`config.mk`:
```
export PLATFORM = sky130hd
export DESIGN_NAME = od_sleep_device_flat
export DESIGN_NICKNAME = d
export VERILOG_FILES = /design/src/rtl/sleep_ctl_pkg.sv /design/src/rtl/sleep_link_if.sv /design/src/rtl/od_sleep_device.sv /design/src/flat_wrapper.sv
export VERILOG_INCLUDE_DIRS = /design/src /design/src/rtl
export SDC_FILE = /design/constraint.sdc
export NUM_CORES = 1
export LEC_CHECK = 0
export ABC_AREA = 1
export BUFFER_PORTS_ARGS = -buffer_cell sky130_fd_sc_hd__buf_2
export CAP_MARGIN = 10
export CORE_MARGIN = 2
export CORE_UTILIZATION = 40
export CTS_CLUSTER_SIZE = 28
export DETAILED_ROUTE_END_ITERATION = 10
export MAX_ROUTING_LAYER = met4
export SETUP_SLACK_MARGIN = 0.15
export SYNTH_ARGS = -nofsm -noshare
export SYNTH_HDL_FRONTEND = slang
export SYNTH_SLANG_ARGS = --single-unit
```
`constraint.sdc`:
```
create_clock -name hclk -period 5.6 [get_ports hclk]
set_input_delay 0.56 -clock hclk [delete_from_list [all_inputs] [get_ports hclk]]
set_output_delay 0.56 -clock hclk [all_outputs]
set_load 0.02 [all_outputs]
```
`src/rtl/sleep_ctl_map.svh`:
```
// Purpose: Offsets, field positions, reset values and timing counts
// Assumes: 100 MHz clock, 8-bit device registers, 32-bit AHB-Lite words
// Notes:   Included by both ends and by the testbench
`ifndef SLEEP_CTL_MAP_SVH
`define SLEEP_CTL_MAP_SVH

// Device configuration register fields
`define CFG_UV_SEL_LSB      0
`define CFG_CE_SEL_LSB      2
`define CFG_GATE_DIS_BIT    4
`define CFG_RESET           8'h00

// Device control register fields
`define CTL_CHG_EN_BIT      0
`define CTL_DSG_EN_BIT      1
`define CTL_SLEEP_BIT       2
`define CTL_RESET           8'h03

// Device status byte
`define ST_ASLEEP_BIT       0
`define ST_WAKING_BIT       1
`define ST_OD_BIT           2
`define ST_LOCK_BIT         3
`define ST_DETECT_BIT       4

// Timing
`define CLK_HZ              100000000
`define CYCLES_PER_MS       (`CLK_HZ / 1000)
`define UV_DETECT_DELAY_MS  1000
`define UV_RELEASE_DELAY_MS 7
`define WAKE_EXTRA_MS       200
`define UV_DETECT_CYCLES    (`UV_DETECT_DELAY_MS * `CYCLES_PER_MS)
`define UV_RELEASE_CYCLES   (`UV_RELEASE_DELAY_MS * `CYCLES_PER_MS)
`define WAKE_RESET_CYCLES   ((`UV_DETECT_DELAY_MS + `WAKE_EXTRA_MS) * `CYCLES_PER_MS)

// Controller AHB-Lite register byte offsets
`define OFS_COMMAND         8'h00
`define OFS_STATUS          8'h04
`define OFS_CONFIG_RB       8'h08
`define OFS_CONTROL_RB      8'h0c
`define CMD_KIND_BIT        8
`define HST_BUSY_BIT        0
`define HST_REFUSED_BIT     1
`define HST_DEV_LSB         8

`endif

```
`src/rtl/sleep_ctl_pkg.sv`:
```
// Purpose: Shared types for the over-discharge and sleep link
// Assumes: Constants live in sleep_ctl_map.svh
// Notes:   States are binary coded
package sleep_ctl_pkg;
  typedef logic [7:0] byte_t;

  typedef enum logic [1:0] {
    ST_NORMAL = 2'b00,
    ST_DETECT = 2'b01,
    ST_SLEEP  = 2'b10,
    ST_WAKE   = 2'b11
  } dev_state_t;
endpackage : sleep_ctl_pkg

```
`src/rtl/sleep_link_if.sv`:
```
// Purpose: Command link between controller and protection device
// Assumes: Both ends share hclk; valid is a level held until done
// Notes:   done and refused are one-cycle pulses from the device
`timescale 1ns/1ns
interface sleep_link_if;
  logic                 cmd_valid;
  logic                 cmd_is_config;
  sleep_ctl_pkg::byte_t cmd_data;
  logic                 cmd_done;
  logic                 cmd_refused;
  sleep_ctl_pkg::byte_t dev_status;
  sleep_ctl_pkg::byte_t dev_config;
  sleep_ctl_pkg::byte_t dev_control;

  modport device (
    input  cmd_valid, cmd_is_config, cmd_data,
    output cmd_done, cmd_refused, dev_status, dev_config, dev_control
  );
  modport controller (
    output cmd_valid, cmd_is_config, cmd_data,
    input  cmd_done, cmd_refused, dev_status, dev_config, dev_control
  );
endinterface : sleep_link_if

```
`src/rtl/od_sleep_device.sv`:
```
// Purpose: Over-discharge detection, release and sleep sequencing
// Assumes: Comparator and wake inputs are synchronous to hclk
// Notes:   FET drive high means FET off
`timescale 1ns/1ns
`include "sleep_ctl_map.svh"
module od_sleep_device #(
  parameter int unsigned DETECT_CYCLES  = `UV_DETECT_CYCLES,
  parameter int unsigned RELEASE_CYCLES = `UV_RELEASE_CYCLES,
  parameter int unsigned WAKE_CYCLES    = `WAKE_RESET_CYCLES
) (
  input  wire logic       hclk,
  input  wire logic       hresetn,
  sleep_link_if.device    link,
  input  wire logic [3:0] cell_below_uv,
  input  wire logic [3:0] cell_above_uvr,
  input  wire logic [3:0] cell_above_gate,
  input  wire logic       pack_at_wake,
  output logic [1:0]      undervoltage_level_select,
  output logic [1:0]      charge_gate_level_select,
  output logic            discharge_fet_drive,
  output logic            charge_fet_drive,
  output logic            regulated_output
);
  import sleep_ctl_pkg::*;

  dev_state_t  state;
  dev_state_t  next_state;
  logic [31:0] cnt;
  logic [31:0] next_cnt;
  logic [31:0] rel_cnt;
  logic [31:0] next_rel_cnt;
  byte_t       cfg;
  byte_t       next_cfg;
  byte_t       ctl;
  byte_t       next_ctl;
  logic        od_flag;
  logic        next_od_flag;
  logic        gate_pending;
  logic        next_gate_pending;
  logic        done;
  logic        next_done;
  logic        refused;
  logic        next_refused;
  logic        dsg_drive;
  logic        next_dsg_drive;
  logic        chg_drive;
  logic        next_chg_drive;
  logic        reg_on;
  logic        next_reg_on;
  byte_t       status;
  byte_t       next_status;

  logic any_below;
  logic all_released;
  logic gate_ok;
  logic fet_lock;
  logic can_sleep;

  // Condition terms from the synchronous comparator inputs
  assign any_below    = |cell_below_uv;
  assign all_released = &cell_above_uvr;
  assign gate_ok      = cfg[`CFG_GATE_DIS_BIT] | (&cell_above_gate);
  assign fet_lock     = gate_pending & ~gate_ok;
  assign can_sleep    = ~pack_at_wake;

  // Next-state logic: sequencing, timers, command handling, drives
  always_comb begin
    next_state        = state;
    next_cnt          = cnt;
    next_rel_cnt      = rel_cnt;
    next_cfg          = cfg;
    next_ctl          = ctl;
    next_od_flag      = od_flag;
    next_gate_pending = gate_pending;
    next_done         = 1'b0;
    next_refused      = 1'b0;

    unique case (state)
      ST_NORMAL: begin
        if (any_below && !od_flag) begin
          next_state = ST_DETECT;
          next_cnt   = 32'h0;
        end
        if (gate_ok) begin
          next_gate_pending = 1'b0;
        end
      end
      ST_DETECT: begin
        if (!any_below) begin
          next_state = ST_NORMAL;
        end else if (cnt == DETECT_CYCLES - 1) begin
          next_od_flag                = 1'b1;
          next_ctl[`CTL_CHG_EN_BIT]   = 1'b0;
          next_ctl[`CTL_DSG_EN_BIT]   = 1'b0;
          next_state = can_sleep ? ST_SLEEP : ST_NORMAL;
        end else begin
          next_cnt = cnt + 32'h1;
        end
      end
      ST_SLEEP: begin
        if (pack_at_wake) begin
          next_state        = ST_WAKE;
          next_cnt          = 32'h0;
          next_gate_pending = 1'b1;
        end
      end
      ST_WAKE: begin
        if (cnt == WAKE_CYCLES - 1) begin
          next_state = ST_NORMAL;
        end else begin
          next_cnt = cnt + 32'h1;
        end
      end
    endcase

    // Release timer runs once charge is back on and every cell is released
    if (od_flag && state == ST_NORMAL && ctl[`CTL_CHG_EN_BIT] && all_released) begin
      if (rel_cnt == RELEASE_CYCLES - 1) begin
        next_od_flag = 1'b0;
        next_rel_cnt = 32'h0;
      end else begin
        next_rel_cnt = rel_cnt + 32'h1;
      end
    end else begin
      next_rel_cnt = 32'h0;
    end

    // Serial commands: one answer per held request
    if (link.cmd_valid && !done) begin
      next_done = 1'b1;
      if (state == ST_SLEEP) begin
        next_refused = 1'b1;
      end else if (link.cmd_is_config) begin
        next_cfg = link.cmd_data;
      end else begin
        if (state != ST_WAKE && !fet_lock) begin
          next_ctl[`CTL_CHG_EN_BIT] = link.cmd_data[`CTL_CHG_EN_BIT];
          if (!od_flag || !link.cmd_data[`CTL_DSG_EN_BIT]) begin
            next_ctl[`CTL_DSG_EN_BIT] = link.cmd_data[`CTL_DSG_EN_BIT];
          end
        end
        if (link.cmd_data[`CTL_SLEEP_BIT] && can_sleep) begin
          next_state = ST_SLEEP;
        end
      end
    end

    // Enable bits are dropped on any sleep entry so a wake starts with FETs off
    if (next_state == ST_SLEEP && state != ST_SLEEP) begin
      next_ctl[`CTL_CHG_EN_BIT] = 1'b0;
      next_ctl[`CTL_DSG_EN_BIT] = 1'b0;
    end

    // FET drives and regulator follow the registered state
    if (state == ST_SLEEP || state == ST_WAKE || fet_lock) begin
      next_chg_drive = 1'b1;
      next_dsg_drive = 1'b1;
    end else begin
      next_chg_drive = ~ctl[`CTL_CHG_EN_BIT];
      next_dsg_drive = ~(ctl[`CTL_DSG_EN_BIT] & ~od_flag);
    end
    next_reg_on = (state != ST_SLEEP);

    // Status bits other than lock follow the state registers edge for edge, so a command taken
    // in the cycle of a sleep entry or exit agrees with the asleep flag
    next_status                 = 8'h00;
    next_status[`ST_ASLEEP_BIT] = (next_state == ST_SLEEP);
    next_status[`ST_WAKING_BIT] = (next_state == ST_WAKE);
    next_status[`ST_OD_BIT]     = next_od_flag;
    next_status[`ST_LOCK_BIT]   = fet_lock;
    next_status[`ST_DETECT_BIT] = (next_state == ST_DETECT);
  end

  // State registers
  always_ff @(posedge hclk or negedge hresetn) begin
    if (!hresetn) begin
      state        <= ST_NORMAL;
      cnt          <= 32'h0;
      rel_cnt      <= 32'h0;
      cfg          <= `CFG_RESET;
      ctl          <= `CTL_RESET;
      od_flag      <= 1'b0;
      gate_pending <= 1'b0;
      done         <= 1'b0;
      refused      <= 1'b0;
      dsg_drive    <= 1'b1;
      chg_drive    <= 1'b1;
      reg_on       <= 1'b1;
      status       <= 8'h00;
    end else begin
      state        <= next_state;
      cnt          <= next_cnt;
      rel_cnt      <= next_rel_cnt;
      cfg          <= next_cfg;
      ctl          <= next_ctl;
      od_flag      <= next_od_flag;
      gate_pending <= next_gate_pending;
      done         <= next_done;
      refused      <= next_refused;
      dsg_drive    <= next_dsg_drive;
      chg_drive    <= next_chg_drive;
      reg_on       <= next_reg_on;
      status       <= next_status;
    end
  end

  // Outputs straight from flip-flops
  assign link.cmd_done             = done;
  assign link.cmd_refused          = refused;
  assign link.dev_status           = status;
  assign link.dev_config           = cfg;
  assign link.dev_control          = ctl;
  assign discharge_fet_drive       = dsg_drive;
  assign charge_fet_drive          = chg_drive;
  assign regulated_output          = reg_on;
  assign undervoltage_level_select = cfg[`CFG_UV_SEL_LSB +: 2];
  assign charge_gate_level_select  = cfg[`CFG_CE_SEL_LSB +: 2];
endmodule : od_sleep_device

```
`src/flat_wrapper.sv`:
```
// flat-port wrapper written by rule: the top's interface ports become plain ports
module od_sleep_device_flat import sleep_ctl_pkg::*;
#(
  parameter int unsigned DETECT_CYCLES  = `UV_DETECT_CYCLES,
  parameter int unsigned RELEASE_CYCLES = `UV_RELEASE_CYCLES,
  parameter int unsigned WAKE_CYCLES    = `WAKE_RESET_CYCLES
)
  (hclk, hresetn, cell_below_uv, cell_above_uvr, cell_above_gate, pack_at_wake, undervoltage_level_select, charge_gate_level_select, discharge_fet_drive, charge_fet_drive, regulated_output, link_cmd_valid, link_cmd_is_config, link_cmd_data, link_cmd_done, link_cmd_refused, link_dev_status, link_dev_config, link_dev_control);
  sleep_link_if link_i ();
  input  wire logic hclk;
  input  wire logic hresetn;
  input  wire logic [3:0] cell_below_uv;
  input  wire logic [3:0] cell_above_uvr;
  input  wire logic [3:0] cell_above_gate;
  input  wire logic pack_at_wake;
  output logic [1:0] undervoltage_level_select;
  output logic [1:0] charge_gate_level_select;
  output logic discharge_fet_drive;
  output logic charge_fet_drive;
  output logic regulated_output;
  input wire logic [$bits(link_i.cmd_valid)-1:0] link_cmd_valid;
  input wire logic [$bits(link_i.cmd_is_config)-1:0] link_cmd_is_config;
  input wire logic [$bits(link_i.cmd_data)-1:0] link_cmd_data;
  output wire logic [$bits(link_i.cmd_done)-1:0] link_cmd_done;
  output wire logic [$bits(link_i.cmd_refused)-1:0] link_cmd_refused;
  output wire logic [$bits(link_i.dev_status)-1:0] link_dev_status;
  output wire logic [$bits(link_i.dev_config)-1:0] link_dev_config;
  output wire logic [$bits(link_i.dev_control)-1:0] link_dev_control;
  assign link_i.cmd_valid = link_cmd_valid;
  assign link_i.cmd_is_config = link_cmd_is_config;
  assign link_i.cmd_data = link_cmd_data;
  assign link_cmd_done = link_i.cmd_done;
  assign link_cmd_refused = link_i.cmd_refused;
  assign link_dev_status = link_i.dev_status;
  assign link_dev_config = link_i.dev_config;
  assign link_dev_control = link_i.dev_control;
  od_sleep_device #(.DETECT_CYCLES(DETECT_CYCLES), .RELEASE_CYCLES(RELEASE_CYCLES), .WAKE_CYCLES(WAKE_CYCLES)) u_core (.hclk(hclk), .hresetn(hresetn), .link(link_i), .cell_below_uv(cell_below_uv), .cell_above_uvr(cell_above_uvr), .cell_above_gate(cell_above_gate), .pack_at_wake(pack_at_wake), .undervoltage_level_select(undervoltage_level_select), .charge_gate_level_select(charge_gate_level_select), .discharge_fet_drive(discharge_fet_drive), .charge_fet_drive(charge_fet_drive), .regulated_output(regulated_output));
endmodule
```
# After elaboration in Yosys (flattened, before gate mapping)
# Index checks and enable logic that the tools add are counted.
[op_classes]
addsub = 2
eq_ne = 17
n_mux = 41
bitwise = 9
n_reduce_logical = 23
[op_table]
columns = ["cell", "count"]
rows = [
  ["$mux W32", 7],
  ["$pmux W32 S4", 1],
  ["$add A32 B1 Y32 const B", 2],
  ["$eq A32 B27 Y1 const B", 2],
  ["$mux W2", 18],
  ["$eq A32 B20 Y1 const B", 1],
  ["$mux W1", 13],
  ["$ne A2 B2 Y1 const B", 5],
  ["$eq A2 B2 Y1 const B", 4],
  ["$logic_and A1 B1 Y1", 8],
  ["$pmux W2 S4", 1],
  ["$reduce_and A4 Y1", 2],
  ["$ne A2 B1 Y1 const B", 3],
  ["$not A1 Y1", 6],
  ["$reduce_and A3 Y1", 2],
  ["$reduce_and A5 Y1", 1],
  ["$eq A2 B1 Y1 const B", 2],
  ["$logic_not A1 Y1", 4],
  ["$reduce_or A4 Y1", 1],
  ["$logic_or A1 B1 Y1", 3],
  ["$and A1 B1 Y1", 2],
  ["$logic_not A2 Y1", 1],
  ["$pmux W1 S2", 1],
  ["$reduce_bool A2 Y1", 1],
  ["$or A1 B1 Y1", 1],
]
[word_totals]
regBits = 88

# Longest topological paths before layout
[depth]
word_depth = 11
mapped_depth = 13
ltp_nobuf = 13

# Worst setup path after synthesis
# No wires, ideal clock.
[synth_timing]
path_type = "reg2reg"
start = "register u_core.cnt[1]"
end = "register u_core.cnt[19]"
arrival_time_ps = 1726
path_slack_ps = 3756
path_stages_with_launch = 12
period_less_slack_ps = 1844
path_cell_list = "dfrtp_1 -> ha_1 -> nand2_1 -> nor2_4 -> nand2_4 -> nor2_4 -> nand2_2 -> a21boi_4 -> nand3_4 -> buf_6 -> nand2_1 -> o21ai_2"
[synth_via]
elab_chain_len = 4
[synth_lines]
columns = ["item", "line", "rtl"]
rows = [
  ["start: declaration", "od_sleep_device.sv:28", "logic [31:0] cnt;"],
  ["start signal: assignment", "od_sleep_device.sv:192", "cnt <= next_cnt;"],
  ["$add A32 B1 Y32", "od_sleep_device.sv:97, od_sleep_device.sv:111", ""],
  ["$mux W32", "od_sleep_device.sv:91", "end else if (cnt == DETECT_CYCLES - 1) begin"],
  ["$mux W32", "od_sleep_device.sv:89", "if (!any_below) begin"],
  ["$pmux W32 S4", "od_sleep_device.sv:78", "unique case (state)"],
]
# Several ways; a longest one is shown, not always the timed one. The select of a mux whose other input is x is not followed.
# A chain may end at the register's enable or synchronous reset.

# Worst setup path in the final report
[layout_timing]
start = "register u_core.state[0]"
end = "register u_core.cnt[19]"
[layout_via]
elab_chain_len = 3
[layout_lines]
columns = ["item", "line", "rtl"]
rows = [
  ["start: declaration", "od_sleep_device.sv:26", "dev_state_t state;"],
  ["start signal: assignment", "od_sleep_device.sv:191", "state <= next_state;"],
  ["$eq A2 B2 Y1 (tied with other cells)", "od_sleep_device.sv:78", ""],
  ["$ne A2 B2 Y1 (no line) or $ne A2 B1 Y1 (tied branches)", "n/a", ""],
  ["$reduce_and A5 Y1 (no line)", "n/a", ""],
]
# Several ways; a longest one is shown, not always the timed one.

==> results.yml <==
synth:
  synth_edf_count: 0
  yosysSeqAreaShare_pct: 41.1
  syn_area_per_cell_sq_um: 7.53
  yosys-top-cells-area: "dfrtp_1 39%, nand2_1 12%, nor2_1 7.5%"
  synth-seq-cells: 87
  synthXorXnorAreaFrac_pct: 3.95
  synth_top_cells_by_count: "167 x nand2_1, 106 x nor2_1, 82 x dfrtp_1"
  synth_async_sr_flop_share_pct: 100
  synth_most_common_cell: "nand2_1"
  synth_ff_type: "dfrtp_1"
  synth_top_area_share_pct: 38.6
  netlist_instances: 706
  synth_compound_area_share_pct: 7.88
  synthMuxAreaShare_pct: 1.06
  synth_top_family_by_area: "simple AND/OR/NAND/NOR gates"
  synthSimpleGateAreaFrac_pct: 35.7
  ys_types: 44
  synth_fa_ha_area_share_pct: 0.471
  synth_top_cell_by_area: "dfrtp_1"
  yosys_warnings: 0
  syn_area_sq_mm: 0.00532
global_route:
  grt_pass1_wl_um: 23400
  grt_start_max_net_pins: 55
  grt_pass1_vias: 4687
  grt_antenna_before_repair: 0
  grt_usage_pct: 21.2
  overflow: 0
finish:
  nets: 773
  area_growth_pct: 11.4
  antennaDiodeCount: 0
  fillers: 1327
  drive_above_1_share_pct: 17.3
  fin_cells: 927
worst_setup_path:
  r2r_slack_ns: 2.09
  cp.arrival_ns: 3.72
  critPathBufInv: 1
  crit_type: "flip-flop to flip-flop"
  crit_family: "simple AND/OR/NAND/NOR gates"
  crit_path_max_fanout: 50
  slowest_delay_ns: 1.07
  worstSetupEndpointType: "flip-flop"
  worstPathRequired_ns: 5.81
  slowest_stage: "dfrtp_1"
  start_kind: "flip-flop"
  cp_cell_sequence: "inv_1, nand4_1, nand3_4, nand2_1, o21ai_2"
place:
  gp_congestion: 0.905
  hpwlAfterDp_um: 10200
  io_buffers: 48
  placed_cells: 911
routing:
  dr.first_iter.drc_count: 386
  postRouteAntennaNets: 0
  vias: 4817
  routed_wl_um: 13700
  drt_pass1_iterations: 6
  drc: 0
  drt-vias-per-instance: 5.20
  wl_per_cell_um: 14.8
clocking:
  cts_sinks: 87
  cts_resized: 0
  clock_latency_ns: 0.35
  htree_num_levels: 3
  cts_tree: "yes"
  root_buffer: "clkbuf_16"
  cts_max_path_buffers: 2
  path_clk_slew_ns: 0.07
  postCtsSetupRepairBufs: 0
  numCtsBuffers: 9
  cts_hold_buffers: 0
sta:
  rsz0062_at_grt: "false"
  final.setup.tns_ns: 0
  worstMarginPinSlew_ns: 1.10
  finalClockSkew_ns: 0.0109
  maxSlewViolCount: 0
  relSlewSlack_pct: 27.0
  hold_violations: 0
  timing.fmax_ghz: 0.285
  period_share_pct: 62.7
  min_period_ns: 3.51
  setup_viol: 0
worst_hold_path:
  min_path_type: "input pin to async pin"
power_and_ir_drop:
  clkPwrFrac_pct: 34.4
  switchingPower_uw: 653
  seq_power_share_pct: 42.1
  p_comb_share_pct: 23.5
  p_leak_nw: 2.49
  peakVddDrop_mv: 0.207
  powerDensity_mw_per_mm2: 307
  p_sw_share_pct: 36.0
  p_int_mw: 1.16
floorplan:
  design.portCount: 58
  die_y_um: 119
  die_area_sq_mm: 0.0142
  die_x_um: 119
  core_sq_mm: 0.0131
  rows: 42
  initial_utilization_pct: 40.6
run_status:
  status: "completed"
job:
  cap_violations: 0
==> final cells by class <==
| type | instances | area (sq um) | area share, % |
|---|---|---|---|
| multi-input cells | 514 | 2650 | 44.7 |
| flip-flops and latches | 87 | 2180 | 36.9 |
| inverters | 85 | 319 | 5.39 |
| repair buffers | 49 | 250 | 4.23 |
| clock buffers | 9 | 225 | 3.80 |
| well taps | 176 | 220 | 3.72 |
| clock inverters | 7 | 77.6 | 1.31 |
==> worst paths after layout <==
kind,from,to,cells past startpoint
max,u_core.state[0],u_core.cnt[19],5
min,hresetn,u_core.cnt[1],1
max reg2reg,u_core.state[0],u_core.cnt[19],5
min reg2reg,u_core.link.cmd_done,u_core.link.cmd_done,1
max in group asynchronous,hresetn,u_core.rel_cnt[28],2
min in group hclk,link_cmd_valid,u_core.link.cmd_done,3
==> metal layers <==
layer / share of wire [%] / GRT usage [%]
met3: 5.5 / 3.26
met1: 48 / 29.3
met4: 2.1 / 6.85
met5: 0 / -
met2: 45 / 32.2
==> cells by family after synthesis <==
group,after synthesis
flip-flops,87
adder cells (fa/ha/maj),2
other,1
XOR/XNOR,24
AO/OA/AOI/OAI,64
buffers and inverters,113
multiplexers,5
AND/OR/NAND/NOR,410
==> cell usage in the layout, fill, tap and decap left out, types with 2 or more instances in the layout <==
cell,instances
nor3_4,2
o21a_1,2
inv_1,76
mux2_2,5
o21ai_2,17
dfstp_2,5
inv_6,3
inv_2,8
a21oi_1,17
nand2_1,167
nand3_2,7
nor2_4,3
dfrtp_1,82
ha_1,2
buf_2,47
nand3_1,22
clkbuf_16,9
nor2_2,6
nand2_2,6
nor2_1,106
nor3_1,32
nand4_1,44
o21ai_0,20
nor4_1,8
xor2_1,23
conb_1,9
buf_4,2
a31oi_1,2
==> stage by stage <==
step / util (%) / hold slack, ns / power (mW) / area, sq um / setup slack, ns
2_1_floorplan: - / 0.264 / 1.12 / 5350 / 3.76
6_report: 45.2 / 0.163 / 1.81 / 5920 / 2.09
4_1_cts: 45.2 / 0.181 / 1.83 / 5920 / 2.10
5_1_grt: 45.2 / 0.201 / 1.91 / 5920 / 1.77
3_3_place_gp: 42.9 / 0.441 / 1.20 / 5620 / 2.31
3_5_place_dp: 42.9 / 0.440 / 1.21 / 5620 / 2.12
==> sequential cells by signal, indices dropped and copies added, names as in the netlist, 2 cells and up <==
signal and cells:
u_core.link.dev_control 2, u_core.rel_cnt 32, u_core.link.dev_config 8, u_core.cnt 32, u_core.state 2, u_core.link.dev_status 5
==> worst register-to-register path: cells and delay by family, from the launching register on <==
kind | cells | cell delay, ns
AOI/OAI and AO/OA | 1 | 0.07
buffers and inverters | 1 | 0.55
and+or+nand+nor | 3 | 1.68
DFF | 1 | 1.07
==> power by group through the flow <==
stage / registers, mW / clock network (mW) / logic [mW]
floorplan: 0.787 / 0 / 0.337
global placement: 0.772 / 0 / 0.425
detailed placement: 0.775 / 0 / 0.433
CTS: 0.765 / 0.634 / 0.432
global route: 0.774 / 0.662 / 0.471
finish: 0.765 / 0.624 / 0.427
(Power assumes the default switching activity.)
